===== src/hdl/twbc_regs.vh =====
// constants for the two-wire bus controller
// assumes inclusion by twbc_top.v and twbc_shift.v only
`ifndef TWBC_REGS_VH
`define TWBC_REGS_VH
// ==================================================
// timing
`define TWBC_CLK_HZ 50000000
`define TWBC_STD_HZ 100000
`define TWBC_FAST_HZ 400000
// quarter-bit counts derived from clock and bit rate
`define TWBC_QTR_STD (`TWBC_CLK_HZ / (4 * `TWBC_STD_HZ))
`define TWBC_QTR_FAST (`TWBC_CLK_HZ / (4 * `TWBC_FAST_HZ))
// ==================================================
// addresses and fields
`define TWBC_GCALL_ADDR 7'h00
`define TWBC_GC_BIT 0
`define TWBC_ADDR_RST 8'h00
`define TWBC_BITS_PER_BYTE 4'h8
`endif


===== src/hdl/twbc_top.v =====
// two-wire bus controller: master and slave, 7-bit addressing
// assumes open-drain pads resolved outside; pins are asynchronous
`timescale 1ns/1ps
`include "twbc_regs.vh"
// Summary of operation
// only seven-bit slave addresses are used in every role
// acts as master transmitter, master receiver, slave receiver or transmitter
// masters arbitrate on data; only one keeps the bus
// clock low period is set by slowest party holding it low
// standard 100 kbit/s or fast 400 kbit/s clock rate; the master times a bit as 3*qlen+5 clocks, about 132 or 510 kbit/s
// lines driven only open-drain; low wins, high when all release
// bus free when data and clock are both high
// busy from start to stop; no master transfer begins while busy
// the master makes every clock pulse, start and stop
// without a start, stay unaddressed slave driving neither line
// compare address byte with own address and enabled general call
// own address bit 0 enables general call recognition
// matching address raises an interrupt request
// nine clocks per byte: eight data msb first then acknowledge
// any byte count per transfer; receiver acks each byte
// transmitter releases data after eighth fall, samples ninth pulse
// receiver not ready may hold clock low after ninth pulse
// master waits while clock held low, resumes after release
// master losing a high data bit stops driving, records loss
// pads driven through output latches, which must be one first
module twbc_top (
    // clock and reset
    input wire clk,
    input wire rst,
    // core control
    input wire bus_interface_enable,
    input wire [7:0] own_address_register,
    input wire fast_mode,
    input wire pin_latch_sda,
    input wire pin_latch_scl,
    input wire mst_start,
    input wire mst_stop,
    input wire [6:0] mst_addr,
    input wire mst_read,
    input wire [7:0] tx_data,
    input wire tx_ack,
    input wire cpu_ready,
    // core status
    output reg [7:0] rx_data_q,
    output reg byte_done_q,
    output reg ack_rx_q,
    output reg addr_match_q,
    output reg slave_tx_q,
    output reg arb_lost_q,
    output reg bus_busy_q,
    output reg mst_active_q,
    // serial data pin
    input wire serial_data_pin_i,
    output reg serial_data_pin_o,
    output reg serial_data_pin_oe,
    // serial clock pin
    input wire serial_clock_pin_i,
    output reg serial_clock_pin_o,
    output reg serial_clock_pin_oe
);
    // ==================================================
    // states
    localparam S_IDLE = 3'd0;
    localparam S_START = 3'd1;
    localparam S_BIT = 3'd2;
    localparam S_WAIT = 3'd3;
    localparam S_STOP = 3'd4;
    localparam S_SLV = 3'd5;
    localparam [31:0] QS_W = `TWBC_QTR_STD;
    localparam [31:0] QF_W = `TWBC_QTR_FAST;
    localparam [7:0] QS = QS_W[7:0];
    localparam [7:0] QF = QF_W[7:0];

    // ==================================================
    // pin synchronisers
    reg sda_m_q, sda_q, scl_m_q, scl_q, sda_p_q, scl_p_q;
    always @(posedge clk)
    begin
        sda_m_q <= serial_data_pin_i;
        sda_q <= sda_m_q;
        scl_m_q <= serial_clock_pin_i;
        scl_q <= scl_m_q;
        sda_p_q <= sda_q;
        scl_p_q <= scl_q;
    end
    wire scl_rise = scl_q & ~scl_p_q;
    wire scl_fall = ~scl_q & scl_p_q;
    wire start_det = scl_q & scl_p_q & sda_p_q & ~sda_q;
    wire stop_det = scl_q & scl_p_q & ~sda_p_q & sda_q;

    // ==================================================
    // bus free/busy tracking
    always @(posedge clk)
    begin
        if (rst | ~bus_interface_enable)
            bus_busy_q <= 1'b0;
        else if (start_det)
            bus_busy_q <= 1'b1;
        else if (stop_det)
            bus_busy_q <= 1'b0;
    end

    // ==================================================
    // shared state
    reg [2:0] st_q;
    reg [7:0] qcnt_q;
    reg [1:0] ph_q;
    reg [3:0] bit_q;
    reg sda_drv_q, scl_drv_q;
    reg addr_phase_q, mrd_q, stop_pend_q;
    reg sh_load, sh_shift;
    reg [7:0] sh_ld_data;
    wire [7:0] sh_q;
    twbc_shift u_shift (
        .clk(clk),
        .rst(rst),
        .load(sh_load),
        .load_data(sh_ld_data),
        .shift(sh_shift),
        .shift_in(sda_q),
        .data_q(sh_q)
    );
    wire tick = (qcnt_q == 8'h00);
    wire [7:0] qlen = fast_mode ? QF : QS;
    // ack bit index is 8 in both roles
    wire in_ack = (bit_q == `TWBC_BITS_PER_BYTE);
    wire my_tx = mst_active_q ? (addr_phase_q | ~mrd_q) : slave_tx_q;
    wire gc_en = own_address_register[`TWBC_GC_BIT];
    wire adr_hit = (sh_q[7:1] == own_address_register[7:1]);
    wire gc_hit = gc_en && (sh_q[7:1] == `TWBC_GCALL_ADDR);

    // ==================================================
    // main sequencer
    always @(posedge clk)
    begin
        sh_load <= 1'b0;
        sh_shift <= 1'b0;
        sh_ld_data <= 8'h00;
        byte_done_q <= 1'b0;
        if (rst | ~bus_interface_enable)
        begin
            st_q <= S_IDLE;
            qcnt_q <= 8'h00;
            ph_q <= 2'd0;
            bit_q <= 4'h0;
            sda_drv_q <= 1'b0;
            scl_drv_q <= 1'b0;
            addr_phase_q <= 1'b0;
            mrd_q <= 1'b0;
            stop_pend_q <= 1'b0;
            rx_data_q <= 8'h00;
            ack_rx_q <= 1'b0;
            addr_match_q <= 1'b0;
            slave_tx_q <= 1'b0;
            arb_lost_q <= 1'b0;
            mst_active_q <= 1'b0;
        end
        else
        begin
            qcnt_q <= tick ? qlen - 8'h01 : qcnt_q - 8'h01;
            if (mst_stop)
                stop_pend_q <= 1'b1;
            if (mst_start)
                arb_lost_q <= 1'b0;
            case (st_q)
            S_IDLE:
            begin
                sda_drv_q <= 1'b0;
                scl_drv_q <= 1'b0;
                addr_match_q <= 1'b0;
                slave_tx_q <= 1'b0;
                if (mst_start && !bus_busy_q && scl_q && sda_q)
                begin
                    st_q <= S_START;
                    mst_active_q <= 1'b1;
                    mrd_q <= mst_read;
                    addr_phase_q <= 1'b1;
                    stop_pend_q <= 1'b0;
                    sh_load <= 1'b1;
                    sh_ld_data <= {mst_addr, mst_read};
                    qcnt_q <= qlen;
                end
                else if (start_det)
                begin
                    st_q <= S_SLV;
                    addr_phase_q <= 1'b1;
                    // the fall ending a start carries no bit
                    bit_q <= 4'hf;
                end
            end
            S_START:
                if (tick)
                begin
                    sda_drv_q <= 1'b1;
                    st_q <= S_BIT;
                    ph_q <= 2'd0;
                    bit_q <= 4'h0;
                end
            S_BIT:
            begin
                // phase 0 low+data, 1 release, 2 high, 3 fall
                if (ph_q == 2'd0 && tick)
                begin
                    scl_drv_q <= 1'b1;
                    if (in_ack)
                        sda_drv_q <= my_tx ? 1'b0 : tx_ack;
                    else
                        sda_drv_q <= my_tx ? ~sh_q[7] : 1'b0;
                    ph_q <= 2'd1;
                end
                else if (ph_q == 2'd1 && tick)
                begin
                    scl_drv_q <= 1'b0;
                    ph_q <= 2'd2;
                end
                else if (ph_q == 2'd2 && scl_q)
                begin
                    // stretched low by a slave holds here
                    qcnt_q <= qlen;
                    ph_q <= 2'd3;
                    if (!sda_drv_q && !sda_q && my_tx && !in_ack)
                    begin
                        arb_lost_q <= 1'b1;
                        sda_drv_q <= 1'b0;
                        scl_drv_q <= 1'b0;
                        mst_active_q <= 1'b0;
                        st_q <= S_IDLE;
                    end
                    else if (in_ack)
                        ack_rx_q <= ~sda_q;
                    else
                        sh_shift <= 1'b1;
                end
                else if (ph_q == 2'd3 && tick)
                begin
                    scl_drv_q <= 1'b1;
                    ph_q <= 2'd0;
                    if (in_ack)
                    begin
                        byte_done_q <= 1'b1;
                        rx_data_q <= sh_q;
                        st_q <= S_WAIT;
                        if (my_tx && sda_q)
                            stop_pend_q <= 1'b1;
                    end
                    else
                        bit_q <= bit_q + 4'h1;
                end
            end
            S_WAIT:
            begin
                scl_drv_q <= 1'b1;
                sda_drv_q <= 1'b0;
                addr_phase_q <= 1'b0;
                if (stop_pend_q)
                begin
                    sda_drv_q <= 1'b1;
                    st_q <= S_STOP;
                    qcnt_q <= qlen;
                end
                else if (cpu_ready)
                begin
                    sh_load <= 1'b1;
                    sh_ld_data <= tx_data;
                    bit_q <= 4'h0;
                    st_q <= S_BIT;
                end
            end
            S_STOP:
                if (tick)
                begin
                    if (scl_drv_q)
                        scl_drv_q <= 1'b0;
                    else if (scl_q)
                    begin
                        sda_drv_q <= 1'b0;
                        mst_active_q <= 1'b0;
                        stop_pend_q <= 1'b0;
                        st_q <= S_IDLE;
                    end
                end
            S_SLV:
            begin
                if (stop_det || start_det)
                begin
                    bit_q <= 4'hf;
                    addr_phase_q <= 1'b1;
                    sda_drv_q <= 1'b0;
                    scl_drv_q <= 1'b0;
                    addr_match_q <= 1'b0;
                    slave_tx_q <= 1'b0;
                    if (stop_det)
                        st_q <= S_IDLE;
                end
                else if (scl_rise)
                begin
                    if (in_ack)
                        ack_rx_q <= ~sda_q;
                    else
                        sh_shift <= 1'b1;
                end
                else if (scl_fall)
                begin
                    if (bit_q == 4'hf)
                        bit_q <= 4'h0;
                    else if (in_ack)
                    begin
                        bit_q <= 4'h0;
                        sda_drv_q <= 1'b0;
                        if (slave_tx_q && sda_q)
                            st_q <= S_IDLE;
                        else if (addr_match_q)
                        begin
                            scl_drv_q <= ~cpu_ready;
                            sh_load <= slave_tx_q;
                            sh_ld_data <= tx_data;
                            sda_drv_q <= slave_tx_q & ~tx_data[7];
                        end
                        else
                            st_q <= S_IDLE;
                    end
                    else if (bit_q == 4'h7)
                    begin
                        bit_q <= 4'h8;
                        if (addr_phase_q)
                        begin
                            addr_phase_q <= 1'b0;
                            if (adr_hit || gc_hit)
                            begin
                                addr_match_q <= 1'b1;
                                slave_tx_q <= sh_q[0] & adr_hit;
                                sda_drv_q <= 1'b1;
                            end
                        end
                        else
                        begin
                            rx_data_q <= sh_q;
                            byte_done_q <= 1'b1;
                            sda_drv_q <= ~slave_tx_q & tx_ack;
                        end
                    end
                    else
                    begin
                        bit_q <= bit_q + 4'h1;
                        sda_drv_q <= slave_tx_q & ~sh_q[7];
                    end
                end
                else if (scl_drv_q && cpu_ready)
                    scl_drv_q <= 1'b0;
            end
            default:
                st_q <= S_IDLE;
            endcase
        end
    end

    // ==================================================
    // open-drain pads; latch low forces line low
    always @(posedge clk)
    begin
        if (rst)
        begin
            serial_data_pin_o <= 1'b0;
            serial_data_pin_oe <= 1'b0;
            serial_clock_pin_o <= 1'b0;
            serial_clock_pin_oe <= 1'b0;
        end
        else
        begin
            serial_data_pin_o <= 1'b0;
            serial_clock_pin_o <= 1'b0;
            serial_data_pin_oe <= ~pin_latch_sda |
                (bus_interface_enable & sda_drv_q);
            serial_clock_pin_oe <= ~pin_latch_scl |
                (bus_interface_enable & scl_drv_q);
        end
    end
endmodule // twbc_top


===== src/hdl/twbc_shift.v =====
// byte shift register for the two-wire controller
// assumes shift and load strobes come from twbc_top on the same clock
`timescale 1ns/1ps
`include "twbc_regs.vh"
module twbc_shift (
    // clock and reset
    input wire clk,
    input wire rst,
    // control
    input wire load,
    input wire [7:0] load_data,
    input wire shift,
    input wire shift_in,
    // result
    output reg [7:0] data_q
);
    // msb leaves first, received bits enter at lsb
    always @(posedge clk)
    begin
        if (rst)
            data_q <= 8'h00;
        else if (load)
            data_q <= load_data;
        else if (shift)
            data_q <= {data_q[6:0], shift_in};
    end
endmodule // twbc_shift


===== config.mk =====
export PLATFORM = sky130hd
export DESIGN_NAME = twbc_top
export DESIGN_NICKNAME = d
export VERILOG_FILES = /design/src/hdl/twbc_top.v /design/src/hdl/twbc_shift.v
export VERILOG_INCLUDE_DIRS = /design/src /design/src/hdl
export SDC_FILE = /design/constraint.sdc
export NUM_CORES = 1
export LEC_CHECK = 0
export ABC_AREA = 1
export BUFFER_PORTS_ARGS = -buffer_cell sky130_fd_sc_hd__clkbuf_2
export CAP_MARGIN = 30
export CORE_MARGIN = 2
export CORE_UTILIZATION = 55
export CTS_CLUSTER_DIAMETER = 30
export DETAILED_ROUTE_END_ITERATION = 8
export GPL_TIMING_DRIVEN = 0
export PLACE_DENSITY = 0.87
export RECOVER_POWER = 100
export SYNTH_ARGS = -nofsm -noshare
export SYNTH_HDL_FRONTEND = slang
export SYNTH_SLANG_ARGS = --single-unit

===== constraint.sdc =====
create_clock -name clk -period 3.8 [get_ports clk]
set_clock_uncertainty 0.1 [all_clocks]
set_input_delay 0.19 -clock clk [delete_from_list [all_inputs] [get_ports clk]]
set_output_delay 0.19 -clock clk [all_outputs]
set_load 0.05 [all_outputs]

==> metrics, run 1 <==
Synth Register Bits between 60 and 70; post-CTS sizing 0; # DRC 0; drt wl/cell 14.9 um; die area 0.00705 mm^2; CP Cell Sequence dlygate4sd3_1 -> clkbuf_1 -> inv_1 -> nand2_1 -> inv_1 -> clkbuf_1 -> o21ai_0 -> nor2_1; dpl hpwl between 8 and 9 mm; # rows 29; Worst Path Max Fanout 10; final instance area around 0.0041 mm^2; ANT nets after route 0; TritonCTS buffer count 9; H-tree depth 3; hold depth 3; Final min period about 2.4 ns; global-route wire length before repair 16.9 mm; Sink Count 63; CTS tree done; Worst Hold Class in -> reg; Die X between 80 and 90 um; Slew Viols, Final 0; P&R area growth vs syn 16.5%; Max Freq 0.421 GHz; outcome complete, no violations; final wirelength between 10 and 15 mm; layout cells sized above 1 0.119; Via density between 5 and 6; Initial Util 0.560; RSZ-0062 raised after global routing false; Yosys cell types 35; initial antenna violation count 0; total gr overflow 0; Worst EP arrival 2.56 ns; top cells by instance count after synthesis nand2_1, nor2_1, inv_1; leakage power approximately 2 nW; Root Buffer clkbuf_8; drt initial violations between 400 and 500; total global-route track usage 0.304; Ant. Diodes 0; post-synth top area share 0.359; clock transition at the registers of the reported paths 0.07 ns; Clock Tree Buf Depth 2; WS Path Type in -> reg; sequential share of the synthesized area 0.359; cell count after synthesis about 560; FFs w/ async S/R, synth 0; crit start category primary input; synthesized area per cell ~6.3 um^2; number of flops mapped to enable cells by yosys 0; Skew-Pair Late Insertion Delay around 0.35 ns; largest net degree at the start of global routing 13; Setup-failing EPs final 0; final hold violation count 0; Peak VDD IR about 0.45 mV; top post-synthesis cells by area dfxtp_1, nand2_1, nor2_1; main flop type after synthesis dfxtp_1; critical path's slowest cell dlygate4sd3_1; Core Box Area around 0.0063 mm^2; slew at the pin with the worst max-slew slack approximately 0.64 ns; Post-Route Setup TNS 0 ns; PwrDens about 620 mW/mm^2; buffers added on ports 52; CP max stage delay approximately 0.56 ns; I/O Pins 55; drt first pass iters 6; DR vias roughly 4k; Cell Area, Synth roughly 0.0035 mm^2; GPL Wtd Cong slightly below 1; Die H between 80 and 90 um; number of max-cap violations 0; Util after Layout 0.653; Warnings, synthesis 0; Final #Nets 665; CP endpoint kind flop; Yosys top cell by area dfxtp_1; post-route clock period utilization 0.625; Post-CTS Repair Setup Buffers 0; Post-DP Area about 0.0039 mm^2; worst r2r path cells 10; Crit path required time 3.98 ns; cell with the most instances after synthesis nand2_1; vias in the first global route roughly 3.6k; Worst slew margin 0.571
critical path: cells and delay by family:
kind / cells / cell delay, ns
and+or+nand+nor: 2 / 0.34
AOI/OAI and AO/OA: 1 / 0.20
buffers and inverters: 5 / 1.83
timing repair:
item / in CTS / in global routing
endpoints found under the hold margin: 5 / 0
hold buffers: 6 / 0
setup endpoints to repair: 0 / 0
logic make-up (layout without fill, tap and decap cells):
kind of cell	after synthesis	count (layout)	synth area share
other	1	2	0.00107
buffers and inverters	94	168	0.104
AOI/OAI and AO/OA	92	92	0.147
DFF	63	63	0.359
and+or+nand+nor	296	296	0.361
adders and majority gates	3	3	0.0107
xor gates and xnor gates	7	7	0.0174
state kept, by name, summed over array words and instances (netlist names), 2 cells and up:
name,flops
bit_q,4
ph_q,2
sh_ld_data,8
st_q,3
rx_data_q,8
u_shift.data_q,8
qcnt_q,8
report_power, final:
group	total, mW	internal [mW]	switching, mW
Sequential	0.802	0.732	0.0704
Clock	0.592	0.304	0.288
Combinational	1.15	0.384	0.765
path summary, 6_finish.rpt:
check	from	to	slack (ns)
worst max-delay path	rst	rx_data_q[0]	1.42
worst min-delay path	mst_read	mrd_q	0.01
worst max register to register	bit_q[0]	rx_data_q[0]	1.43
worst min register to register	sda_m_q	sda_q	0.23
layout by cell type (no fill, tap or decap), types with 4 or more instances in the layout:
cell type      instances
nand4_1               11
nor3_1                 7
clkbuf_8               9
xnor2_1                5
o22ai_1                4
nand3_1               38
a21oi_1               31
inv_1                 74
inv_2                  8
clkbuf_2              34
a31oi_1                5
nor2_2                 5
clkbuf_1              26
nand2_1              146
dlygate4sd3_1          6
dfxtp_1               63
nor2_1                78
o211ai_1               8
o21ai_0               35
routing by layer:
metal | vias to the layer above | global-route usage | part of all wire
met5 | - | 0 | 0
met2 | 199 | 0.487 | 0.45
met3 | 29 | 0.0554 | 0.078
met4 | 0 | 0.123 | 0.026
li1 | 1922 | - | -
met1 | 1783 | 0.404 | 0.44
cell type report:
cell class,instances,area [um^2]
plain buffers,11,50.0
clock buffers,9,124
clock inverters,7,72.6
fillers,584,2180
inverters,83,312
multi-input cells,400,1890
flip-flops and latches,63,1260
well taps,77,96.3
repair buffers,58,298
metrics by stage:
stage | power [mW] | worst slack (ns) | hold WS [ns] | cells
2_1_floorplan | 1.69 | 2.01 | 0.118 | 557
3_3_place_gp | 1.93 | 1.70 | 0.195 | 686
3_5_place_dp | 1.95 | 1.68 | 0.195 | 686
4_1_cts | 2.54 | 1.64 | 0.00263 | 708
5_1_grt | 2.73 | 1.13 | 0.0376 | 708
6_report | 2.54 | 1.42 | 0.00954 | 708
Power figures use the tool's default switching activity.
==> inputs of run 2 (changes only) <==
Clock period 3.8 ns to 2.2 ns, I/O delays scaled along.
==> run 2 against run 1 <==
Wire length increased by 3.9%. Critical path type is now reg -> reg. Clock power increased by 72%. Core utilization is 3.2 points higher. Cell count rose by 2.3%. Sequential power rose by 73%. Flip-flop and latch count is the same. Design area grew 4.9%. Global-route usage rose by 1.3 points. Non-clock buffer count is 16 higher. Count of clock-buffer cells in the layout unchanged. Sequential share of layout area decreased by 1.4 points.
==> metrics, run 2 (same netlist as run 1, synthesis figures left out) <==
buffers added on ports 52 (unchanged); r2r setup slk 0.14 ns (was 1.43 ns); GPL Wtd Cong 0.966 (unchanged); Worst R2R End scl_drv_q (was rx_data_q[0]); Initial Util 0.560 (unchanged); Clock Tree Buf Depth 2 (unchanged); Total Power 4.50 mW (was 2.54 mW); Setup-failing EPs final 0 (unchanged); WS Path Type reg -> reg (was in -> reg); largest net degree at the start of global routing 13 (unchanged); CTS tree done (unchanged); critical path depth in cells 10 (was 8); crit start category flop (was primary input); critical path's slowest cell dfxtp_1 (was dlygate4sd3_1); number of max-cap violations 0 (unchanged); CP Cell Sequence inv_2 -> nand2_1 -> nor2_1 -> nor2_2 -> nand2_1 -> nor3_1 -> nor2_1 -> nand2_1 -> nand2_1 -> a21oi_1 (was dlygate4sd3_1 -> clkbuf_1 -> inv_1 -> nand2_1 -> inv_1 -> clkbuf_1 -> o21ai_0 -> nor2_1); Die H 84.0 um (unchanged); outcome complete, no violations (unchanged); hold_sp mst_addr[5] (was mst_read); total global-route track usage 0.317 (was 0.304); Skew-Pair Late Insertion Delay 0.35 ns (about the same); CP top delay family simple AND/OR/NAND/NOR gates (was buffers and inverters); CP endpoint kind flop (unchanged); non-filler cells, final 724 (was 708); ANT nets after route 0 (unchanged); P&R area growth vs syn 22.3% (was 16.5%); worst r2r path cells 10 (unchanged); PwrDens 1050 mW/mm^2 (was 621 mW/mm^2); Max Freq between 0.4 and 0.5 GHz; initial antenna violation count 0 (unchanged); Peak VDD IR 0.810 mV (was 0.451 mV); Worst Hold Class in -> reg (unchanged); clock transition at the registers of the reported paths 0.08 ns (was 0.07 ns); # rows 29 (unchanged); CP bufs+invs 1 (was 5); Die X 84.0 um (unchanged); hold depth 5 (was 3); TritonCTS buffer count 9 (unchanged); Crit path required time 2.37 ns (was 3.98 ns); drt first pass iters 7 (was 6); Sink Count 63 (unchanged); Final #Nets 681 (was 665); most frequent CP cell nand2_1; reg2reg start sda_q (was bit_q[0]); leading cell type in the layout, fill and taps excluded nand2_1 (unchanged); I/O Pins 55 (unchanged); # DRC 0 (unchanged); Place WS 0.0779 ns (was 1.68 ns); Worst EP arrival 2.24 ns (was 2.56 ns); Inst Count DP 686 (unchanged); post-route clock period utilization 0.938; final wirelength 11.0 mm (was 10.6 mm); Slew Viols, Final 0 (unchanged); drt initial violations 422 (was 460); Util after Layout 0.685 (was 0.653); CP max stage delay 0.50 ns (was 0.56 ns); Core Box Area 0.00628 mm^2 (unchanged); Ant. Diodes 0 (unchanged); Worst slew margin 0.604 (was 0.571); Worst Hold End sh_ld_data[6] (was mrd_q); global-route wire length before repair 17.6 mm (was 16.9 mm); Final min period a little over 2 ns; leakage power 2.08 nW (was 1.99 nW); layout cells sized above 1 0.136 (was 0.119); H-tree depth 3 (unchanged); DR vias 4066 (was 3933); Final WS setup 0.137 ns (was 1.42 ns); Via density 5.62 (was 5.56); Worst Path Max Fanout 7 (was 10); commonest non-fill, non-tap cells in the layout nand2_1, nor2_1, inv_1 (unchanged); die area 0.00705 mm^2 (unchanged); total gr overflow 0 (unchanged); vias in the first global route 3721 (was 3591); slew at the pin with the worst max-slew slack 0.597 ns (was 0.644 ns); dpl hpwl 8.17 mm (unchanged); Root Buffer clkbuf_8 (unchanged); final hold violation count 0 (unchanged); drt wl/cell 15.2 um (was 14.9 um)
## run 2: area by class of cell
| class | count | area [um^2] |
|---|---|---|
| plain buffers | 11 | 61.3 |
| clock buffers | 9 | 124 |
| clock inverters | 7 | 72.6 |
| fillers | 551 | 1980 |
| inverters | 83 | 312 |
| multi-input cells | 400 | 1920 |
| flip-flops and latches | 63 | 1260 |
| well taps | 77 | 96.3 |
| repair buffers | 74 | 458 |
## run 2: per-layer routing
layer / wire [um] / share of wire / track usage
met5: 0 / 0 / 0
met4: 309 / 0.028 / 0.116
met3: 1120 / 0.10 / 0.0643
met2: 5100 / 0.46 / 0.524
met1: 4450 / 0.41 / 0.408
## run 2: repair_timing
| action | 4_1_cts | 5_1_grt |
|---|---|---|
| endpoints found under the hold margin | 15 | 0 |
| endpoints found under the setup margin | 0 | 32 |
| resized for setup | 0 | 13 |
| hold buffers | 22 | 0 |
| buffers inserted | 0 | 0 |
## run 2: worst register-to-register path, delay by kind of cell (launching register included)
family          cells  cell delay [ns]
compound gates      1             0.11
flops               1             0.50
buf+inv             1             0.15
simple gates        8             1.14
## run 2: power by group
| part | total (mW) | internal (mW) | switching, mW |
|---|---|---|---|
| Combinational | 2.09 | 0.724 | 1.36 |
| Clock | 1.02 | 0.524 | 0.499 |
| Sequential | 1.39 | 1.26 | 0.122 |
| Total | 4.50 | 2.51 | 1.98 |
## run 2: per-stage QoR
| stage | cell area, um^2 | TNS [ns] | hold slack (ns) |
|---|---|---|---|
| final | 4300 | 0 | 0.00914 |
| after CTS | 4290 | 0 | 0.0000160 |
| after global routing | 4300 | -0.00468 | 0.0246 |
| after floorplan | 3520 | 0 | 0.0377 |
| after detailed placement | 3880 | 0 | 0.115 |
| after global placement | 3880 | 0 | 0.115 |
## run 2: worst max-delay path by stage
stage,startpoint,end
floorplan,slave_tx_q,st_q[2]
global placement,sda_q,st_q[1]
detailed placement,scl_q,sh_ld_data[6]
CTS,scl_q,sh_ld_data[6]
global route,qcnt_q[1],qcnt_q[4]
finish,sda_q,scl_drv_q
